===== src/cfg_stream_pkg.sv =====
/*
 package for the serial configuration stream source: memory depth,
 mode codes, reset values and the pin drive struct.
 assumes one 25 MHz system clock domain and no software registers.
*/
`default_nettype none
package cfg_stream_pkg;
   // storage depth and address width
   localparam int unsigned MEM_DEPTH  = 256;
   localparam int unsigned ADDR_W     = 8;
   localparam logic [ADDR_W-1:0] ADDR_RESET = 8'h00;
   localparam logic [ADDR_W-1:0] ADDR_LAST  = 8'hff;
   // oscillator divider: 25 MHz system clock / 8 gives a 320 ns clock
   localparam int unsigned OSC_HALF   = 4;
   localparam logic [2:0]  OSC_HALF_M1 = 3'h3;
   localparam logic [2:0]  OSC_RESET   = 3'h0;

   // loading protocol chosen at output-enable release
   typedef enum logic [1:0] {
      PROTO_A = 2'b00,
      PROTO_B = 2'b01,
      PROTO_C = 2'b10,
      PROTO_D = 2'b11
   } proto_e;

   // stream sequencer states
   typedef enum logic [1:0] {
      ST_RESET = 2'b00,
      ST_IDLE  = 2'b01,
      ST_SHIFT = 2'b10,
      ST_DONE  = 2'b11
   } stream_state_e;

   // open-drain or tri-state pin as drive level and enable
   typedef struct packed {
      logic o;
      logic oe;
   } pin_drive_s;
endpackage
`default_nettype wire


===== src/cfg_stream_source.sv =====
/*
 serial configuration stream source: shifts a stored bitstream out
 one bit per serial clock, gated by output-enable and chip-select.
 assumes pins arrive asynchronous to clk; the bench resolves the
 open-drain and tri-state wires from the enables.
*/
// What this block does
// output-enable and chip-select gate data driver, counter and oscillator
// output-enable low clears counter to zero and floats data output
// chip-select high after reset keeps counter stopped and data floating
// chip-select low with output-enable high enables counter and data driver
// output-enable low again resets counter regardless of chip-select
// loading mode is latched when output-enable is released high
// after last bit and cascade-select low, data output floats
// output-enable pin only pulls low or releases, never drives high
// only cascading variants hand over via cascade-select output
// initiate-configuration instruction drives reconfig request low
// leaving that state releases reconfig request; target reconfigures
// target drives chip-select, output-enable and clock directly
// each rising serial clock advances counter and presents next bit
// counter advances only when enabled and data not yet all sent
// first memory makes serial clock from oscillator, others accept it
// bits leave in ascending address order starting at zero
`timescale 1ns/1ps
`default_nettype none
module cfg_stream_source (
   // clock and reset
   input  wire logic                clk,
   input  wire logic                sys_rst,
   // strap levels
   input  wire logic                cascade_capable,
   input  wire logic                first_in_chain,
   input  wire logic [1:0]          proto_strap,
   // stored bitstream image
   input  wire logic [255:0]        mem_image,
   // target control pins
   input  wire logic                oe_in,
   output logic                     oe_out,
   output logic                     oe_oe,
   input  wire logic                chip_select_n,
   // serial clock pin
   input  wire logic                config_serial_clock_in,
   output logic                     config_serial_clock_out,
   output logic                     config_serial_clock_oe,
   // serial data and cascade
   output logic                     target_serial_data_in,
   output logic                     data_oe,
   output logic                     cascade_select_n,
   // test port state
   input  wire logic                init_conf_state,
   output logic                     reconfig_request_out_n,
   // status
   output cfg_stream_pkg::proto_e   proto_q
);
   // two-flop synchronisers for pin inputs
   logic [1:0] oe_sync_q, cs_sync_q, clk_sync_q, init_sync_q;
   logic       clk_prev_q;
   always_ff @(posedge clk) begin
      oe_sync_q   <= {oe_sync_q[0], oe_in};
      cs_sync_q   <= {cs_sync_q[0], chip_select_n};
      clk_sync_q  <= {clk_sync_q[0], config_serial_clock_in};
      init_sync_q <= {init_sync_q[0], init_conf_state};
      clk_prev_q  <= clk_sync_q[1];
   end

   // straps are pins too; the protocol word is only read at oe release,
   // long after it settles, so two plain flops per bit are enough
   logic [1:0] casc_sync_q, first_sync_q;
   logic [1:0] proto_meta_q, proto_sync_q;
   always_ff @(posedge clk) begin
      casc_sync_q  <= {casc_sync_q[0], cascade_capable};
      first_sync_q <= {first_sync_q[0], first_in_chain};
      proto_meta_q <= proto_strap;
      proto_sync_q <= proto_meta_q;
   end

   logic casc_s, first_s;
   assign casc_s  = casc_sync_q[1];
   assign first_s = first_sync_q[1];

   logic oe_s, cs_n_s, init_s;
   assign oe_s   = oe_sync_q[1];
   assign cs_n_s = cs_sync_q[1];
   assign init_s = init_sync_q[1];

   // sequencer state
   cfg_stream_pkg::stream_state_e st_q, st_d;
   logic [cfg_stream_pkg::ADDR_W-1:0] addr_q, addr_d;
   logic        oe_prev_q;
   logic [2:0]  div_q;
   logic        osc_q;
   logic        sclk_rise;
   logic        enabled;
   logic        last_bit;
   logic        osc_stop;

   // gating: both controls must agree before anything moves
   assign enabled   = oe_s && !cs_n_s;
   assign last_bit  = (addr_q == cfg_stream_pkg::ADDR_LAST);
   // first memory counts its own oscillator, later ones the pin;
   // advancing the cycle after the oscillator goes high lets the pin
   // rise a full cycle before the data moves, so the target never races
   assign sclk_rise = first_s
                    ? (osc_q && div_q == cfg_stream_pkg::OSC_RESET
                       && enabled)
                    : (clk_sync_q[1] && !clk_prev_q);
   // clock parks low when disabled or once the stream is over
   assign osc_stop  = !enabled || (st_q == cfg_stream_pkg::ST_DONE);

   // next state: oe low wins over anything chip-select does
   always_comb begin
      st_d   = st_q;
      addr_d = addr_q;
      if (!oe_s) begin
         st_d   = cfg_stream_pkg::ST_RESET;
         addr_d = cfg_stream_pkg::ADDR_RESET;
      end else begin
         case (st_q)
            cfg_stream_pkg::ST_RESET: st_d = cfg_stream_pkg::ST_IDLE;
            cfg_stream_pkg::ST_IDLE: begin
               if (!cs_n_s)
                  st_d = cfg_stream_pkg::ST_SHIFT;
            end
            cfg_stream_pkg::ST_SHIFT: begin
               if (cs_n_s)
                  st_d = cfg_stream_pkg::ST_IDLE;
               else if (sclk_rise) begin
                  if (last_bit)
                     st_d = cfg_stream_pkg::ST_DONE;
                  else
                     addr_d = addr_q + 8'h01;
               end
            end
            cfg_stream_pkg::ST_DONE: st_d = cfg_stream_pkg::ST_DONE;
            default: st_d = cfg_stream_pkg::ST_RESET;
         endcase
      end
   end

   // sequencer registers
   always_ff @(posedge clk) begin
      if (sys_rst) begin
         st_q   <= cfg_stream_pkg::ST_RESET;
         addr_q <= cfg_stream_pkg::ADDR_RESET;
      end else begin
         st_q   <= st_d;
         addr_q <= addr_d;
      end
   end

   // internal oscillator runs only while enabled; held low otherwise
   always_ff @(posedge clk) begin
      if (sys_rst || osc_stop) begin
         div_q <= cfg_stream_pkg::OSC_RESET;
         osc_q <= 1'b0;
      end else if (div_q == cfg_stream_pkg::OSC_HALF_M1) begin
         div_q <= cfg_stream_pkg::OSC_RESET;
         osc_q <= ~osc_q;
      end else begin
         div_q <= div_q + 3'h1;
      end
   end

   // mode latched on the rising release of output-enable
   always_ff @(posedge clk) begin
      oe_prev_q <= oe_s;
      if (sys_rst)
         proto_q <= cfg_stream_pkg::PROTO_A;
      else if (oe_s && !oe_prev_q)
         proto_q <= cfg_stream_pkg::proto_e'(proto_sync_q);
   end

   // pin outputs, all registered
   logic done;
   assign done = (st_q == cfg_stream_pkg::ST_DONE);
   always_ff @(posedge clk) begin
      if (sys_rst) begin
         target_serial_data_in   <= 1'b0;
         data_oe                 <= 1'b0;
         cascade_select_n        <= 1'b1;
         config_serial_clock_out <= 1'b0;
         config_serial_clock_oe  <= 1'b0;
         oe_out                  <= 1'b0;
         oe_oe                   <= 1'b0;
         reconfig_request_out_n  <= 1'b1;
      end else begin
         target_serial_data_in <= mem_image[addr_q];
         // float when not shifting or once the stream is handed on
         data_oe <= (st_q == cfg_stream_pkg::ST_SHIFT) && enabled;
         // non-cascading parts never assert the hand-over
         cascade_select_n <= !(done && casc_s && oe_s);
         config_serial_clock_out <= osc_q;
         config_serial_clock_oe  <= first_s;
         oe_out <= 1'b0;
         oe_oe  <= 1'b0;
         // follows the test-port state; released as it exits
         reconfig_request_out_n <= !init_s;
      end
   end
endmodule
`default_nettype wire


===== config.mk =====
export PLATFORM = sky130hd
export DESIGN_NAME = cfg_stream_source
export DESIGN_NICKNAME = d
export VERILOG_FILES = /design/src/cfg_stream_pkg.sv /design/src/cfg_stream_source.sv
export SDC_FILE = /design/constraint.sdc
export NUM_CORES = 1
export LEC_CHECK = 0
export ABC_AREA = 1
export ABC_CLOCK_PERIOD_IN_PS = 5000
export BUFFER_PORTS_ARGS = -buffer_cell sky130_fd_sc_hd__buf_2
export CAP_MARGIN = 20
export CORE_AREA = 2 2 107 109
export CTS_CLUSTER_DIAMETER = 120
export DETAILED_ROUTE_END_ITERATION = 12
export DIE_AREA = 0 0 109 111
export PLACE_DENSITY = 0.71
export SLEW_MARGIN = 20
export SYNTH_ARGS = -nofsm -noshare
export SYNTH_HDL_FRONTEND = slang
export SYNTH_SLANG_ARGS = --single-unit

===== constraint.sdc =====
create_clock -name clk -period 5 [get_ports clk]
set_input_delay 1 -clock clk [delete_from_list [all_inputs] [get_ports clk]]
set_output_delay 1 -clock clk [all_outputs]
set_load 0.05 [all_outputs]

Word-level counts from Yosys, hierarchy flattened
Cells that the tools add are included.

$add $sub $neg: 2. Magnitude comparators: 1. Eq/ne operators: 8. Muxes and demuxes: 8. Bitwise logic cells: 4. Reductions and logical operators: 22.

Operators by type and width (number): 8-bit by 9-bit < comparator with 1-bit output (second input constant) (1); 8-bit by 1-bit adder with 8-bit output (second input constant) (1); 1-bit binary-select mux with 8-bit select (1); 8-bit == test (second input constant) (1); 1-bit logical AND (8); 2-bit 2-to-1 mux (4); 2-bit one-hot mux with 4 select lines (1); 1-bit zero test (6); 3-bit != test (second input constant) (2); 2-bit == test (second input constant) (2); 1-bit NOT (4); 4-bit AND reduction (1); 2-bit OR reduction (2); 3-bit by 1-bit adder with 3-bit output (second input constant) (1); 3-bit by 2-bit == test with 1-bit output (second input constant) (1); 3-bit zero test (1); 3-bit AND reduction (1); 2-bit by 1-bit == test with 1-bit output (second input constant) (1); 2-bit zero test (1); 1-bit logical OR (2); 1-bit 2-to-1 mux (2); 2-bit != test (second input constant) (1).

Flip-flop bits (word level): 40. Output and inout bits: 10. Word-level logic and storage cells: 66.

Depth between registers and ports, before layout
Depth in word-level cells: 7. Mapped depth: 16. Gate-level depth less buffers: 15.

Worst setup path after synthesis
OpenSTA, ideal clock, no wires.

Path type: input -> register. Start: input port sys_rst. End: register div_q[0]. Library setup time: 64 ps. Arrival time: 1782 ps. Required time: 4936 ps. Setup slack: 3154 ps. Stages on the path: 4. Path buffers: 0. Cell sequence: nor2_1 -> nand3_1 -> or2_2 -> nor2_1.

Word-level cells in the longest chain between the ends: 2.

Ends and longest elaborated chain: from (decl) (RTL line cfg_stream_source.sv:29) `input wire logic sys_rst,`; 1-bit logical OR (RTL line cfg_stream_source.sv:153) `if (sys_rst || osc_stop) begin`; 2-bit OR reduction (no source line); to (signal assigned) (RTL line cfg_stream_source.sv:154) `div_q <= cfg_stream_pkg::OSC_RESET;`; to (signal assigned) (RTL line cfg_stream_source.sv:157) `div_q <= cfg_stream_pkg::OSC_RESET;`; to (signal assigned) (RTL line cfg_stream_source.sv:160) `div_q <= div_q + 3'h1;`; to (decl) (RTL line cfg_stream_source.sv:90) `logic [2:0] div_q;`.

No other way between the ends. A chain may end at the register's enable or synchronous reset.

Worst setup path after layout
Start: register addr_q[0] in the netlist's numbering. End: register target_serial_data_in.

Word-level cells in the longest chain between the ends: 2.

Ends and longest elaborated chain: from (decl) (RTL line cfg_stream_source.sv:88) `logic [cfg_stream_pkg::ADDR_W-1:0] addr_q, addr_d;`; from (signal assigned) (RTL line cfg_stream_source.sv:144) `addr_q <= cfg_stream_pkg::ADDR_RESET;`; from (signal assigned) (RTL line cfg_stream_source.sv:147) `addr_q <= addr_d;`; 1-bit binary-select mux with 8-bit select (RTL line cfg_stream_source.sv:187) `target_serial_data_in <= mem_image[addr_q];`; 1-bit 2-to-1 mux (implied by the code) (RTL line cfg_stream_source.sv:187); to (signal assigned) (RTL line cfg_stream_source.sv:187); to (decl) (RTL line cfg_stream_source.sv:46) `output logic target_serial_data_in,`.

No other way between the ends. The select of a mux whose other input is x is not followed.

==> out/results.txt <==
Post-DP HPWL: 12400 µm
Final Hold Fails: 0
Largest net degree at the start of global routing: 93
Crit Path Class: flop to flop
Status: complete, no violations
Clock skew: 0.00554 ns
Worst-path cell chain: clkinv_2 -> buf_4 -> nand2_1 -> nand3_1 -> nand3_1 -> nand3_1 -> nand3_1 -> nand3_1 -> nand3_1 -> nand2_1 -> nor2_1 -> nor2_1
Post-Syn Area: 3890 µm²
Post-synth EDFFs: 0
Crit path max fanout: 67
MaxCap Viol Count: 0
Initial Util: 35.1%
Global-route wire length before repair: 24700 µm
Antenna Diode Count: 0
Minimum clock period: 3.03 ns
I/O pins: 276
Routed wire per std cell: 14.5 µm
Max VDD drop: 0.248 mV
Crit path top cell by count: nand3_1
Layout cells sized above 1: 30.3%
Met2 WL post-DR: 8100 µm
H-tree depth: 2
#FFs+latches synth: 40
Distinct cells, synth: 29
Routed vias: 5557
Post-CTS setup buffer count: 0
Worst hold margin: 0.324 ns
Hold path cells: 0
Reg2Reg Setup Slack: 1.97 ns
Tcrit/Tclk final: 60.6%
CTS tree: yes
Inserted Clock Buffers: 5
Worst-Margin Slew: 0.867 ns
Type of element launching the critical path: flop
Clk_lat worst skew: 0.28 ns
Max Freq: 330 MHz
Crit-path max cell delay: 0.74 ns
Highest Signal Layer: met4
Reg2Reg Capture Point: target_serial_data_in
Nets: 1248
Die H: 111 µm
Post-synth top flop: dfxtp_1
Tot Pwr: 876 µW
Syn Inst Count: 743
PortBufs: 273
Max Root-Sink Buffers: 2
GRT Overall Usage: 25.5%
Vias per inst: 4.95
Req. time, crit path: 5.17 ns
Initial antenna violation count: 0
CTS root buf: clkbuf_16
Area Growth Syn to Fin: 37.9%
Die ar.: 12100 µm²
Filler Cell Count: 1240
Crit-path slowest cell: clkinv_2
DR pass1 iterations: 5
PD cells: 163 nW/µm²
Vias in the first global route: 5169
DRT iter0 DRCs: 600
Post-layout util: 48.5%
Row count: 39
PostCTS Resize Cnt: 0
Setup crit start: addr_q[0]
Met3 wire len: 1120 µm
Final setup vio count: 0
Hold Path Class: flop to flop
Async SR Flop Fraction: 0%
ANT nets after route: 0
Max-slew violations: 0
Wire length on met1: 6620 µm
Clock slew at reported path FFs: 0.06 ns
Die width: 109 µm
Number of synthesis warnings: 0
CP Capture Type: flop
Reg2reg start: addr_q[0]
LEAKAGE: 3.01 nW
Clock tree sinks: 40
CP arrival: 3.20 ns
Routability cong.: 0.909
CTS Hold Bufs: 0
Global route overflow: 0
Crit path capture: target_serial_data_in
Setup tns final: 0 ns
Slew margin rel.: 42.2%
Final wirelength: 16200 µm
Number of cells on the worst reg-to-reg path: 12
Remaining DRCs: 0
Dpl cells: 1114
Core Region: 11100 µm²
RSZ-0062 raised after global routing: false
Register area share after synthesis: 20.6%
Final Non-Filler Cells: 1122
Mean Syn Cell Area: 5.24 µm²
## metal layers
layer,vias up,GRT usage (%)
met5,-,0
met4,0,6.41
met3,38,4.53
met2,209,47.1
met1,2474,29.7
li1,2836,-
## stage by stage
| step | setup WS, ns | instance area [µm²] |
|---|---|---|
| 2_1_floorplan | 3.15 | 3900 |
| 3_3_place_gp | 2.05 | 5200 |
| 3_5_place_dp | 2.02 | 5200 |
| 4_1_cts | 2.00 | 5370 |
| 5_1_grt | 1.66 | 5370 |
| 6_report | 1.97 | 5370 |
## critical path: cells and delay by family, from the launching register on
| family | cells | cell delay [ns] |
|---|---|---|
| buffers and inverters | 2 | 1.35 |
| DFF | 1 | 0.60 |
| and+or+nand+nor | 10 | 0.94 |
## sequential cells by signal, indices dropped and copies added (netlist names), 2 cells and up
name / flops
init_sync_q: 2
proto_sync_q: 2
clk_sync_q: 2
first_sync_q: 2
div_q: 3
cs_sync_q: 2
addr_q: 8
proto_q: 2
proto_meta_q: 2
oe_sync_q: 2
casc_sync_q: 2
st_q: 2
## power breakdown
part           internal, mW  leakage [nW]  switching (mW)
combinational         0.102          2.60          0.0874
clock                 0.229        0.0852           0.123
sequential            0.330         0.332         0.00453
## worst min path at each step
stage / startpoint / to / slack (ns)
after floorplan: casc_sync_q[0] / casc_sync_q[1] / 0.31
after global placement: init_sync_q[0] / init_sync_q[1] / 0.31
after detailed placement: init_sync_q[0] / init_sync_q[1] / 0.31
after CTS: init_sync_q[0] / init_sync_q[1] / 0.33
after global routing: cs_sync_q[0] / cs_sync_q[1] / 0.33
final: init_sync_q[0] / init_sync_q[1] / 0.32
## logic make-up after synthesis
kind of cell / synth area share, %
buffers and inverters: 10.1
AOI/OAI and AO/OA: 9.71
muxes: 0.257
DFF: 20.6
other: 0.0963
and+or+nand+nor: 57.8
xor gates and xnor gates: 0.225
adders and majority gates: 1.29
## synthesized netlist by cell type, types with 2 or more instances
library cell	number	area [µm²]
a21oi_1	38	190
ha_1	4	50.1
o211ai_1	5	37.5
buf_4	15	113
a21boi_0	5	37.5
buf_2	26	130
nor2_1	37	139
inv_2	4	15.0
clkbuf_1	8	30.0
inv_1	27	101
nor2_2	2	12.5
o21ai_0	16	80.1
o22ai_1	3	18.8
nor3b_1	2	15.0
nand2_2	3	18.8
nand4_1	2	12.5
nor3_1	3	15.0
dfxtp_1	40	801
nand2_1	372	1400
nand3_1	122	611
## final cells by class
| class | instances | area (µm²) | share of cell area (%) |
|---|---|---|---|
| clock buffers | 7 | 164 | 3.05 |
| clock inverters | 1 | 8.76 | 0.163 |
| inverters | 32 | 121 | 2.26 |
| multi-input cells | 623 | 2700 | 50.3 |
| flip-flops and latches | 40 | 805 | 15.0 |
| well taps | 143 | 179 | 3.33 |
| repair buffers | 276 | 1390 | 25.9 |
## placed cells by master, fill, tap and decap left out, drive strengths merged, types with 3 or more instances in the layout
cell | Yosys | routed
a21boi | 5 | 5
a21oi | 38 | 38
buf | 41 | 276
clkbuf | 8 | 7
clkinv | 1 | 3
dfxtp | 40 | 40
ha | 4 | 4
inv | 31 | 30
nand2 | 376 | 376
nand3 | 122 | 122
nor2 | 40 | 40
nor3 | 3 | 3
o211ai | 5 | 5
o21ai | 17 | 17
o22ai | 3 | 3
(Power assumes the default switching activity.)
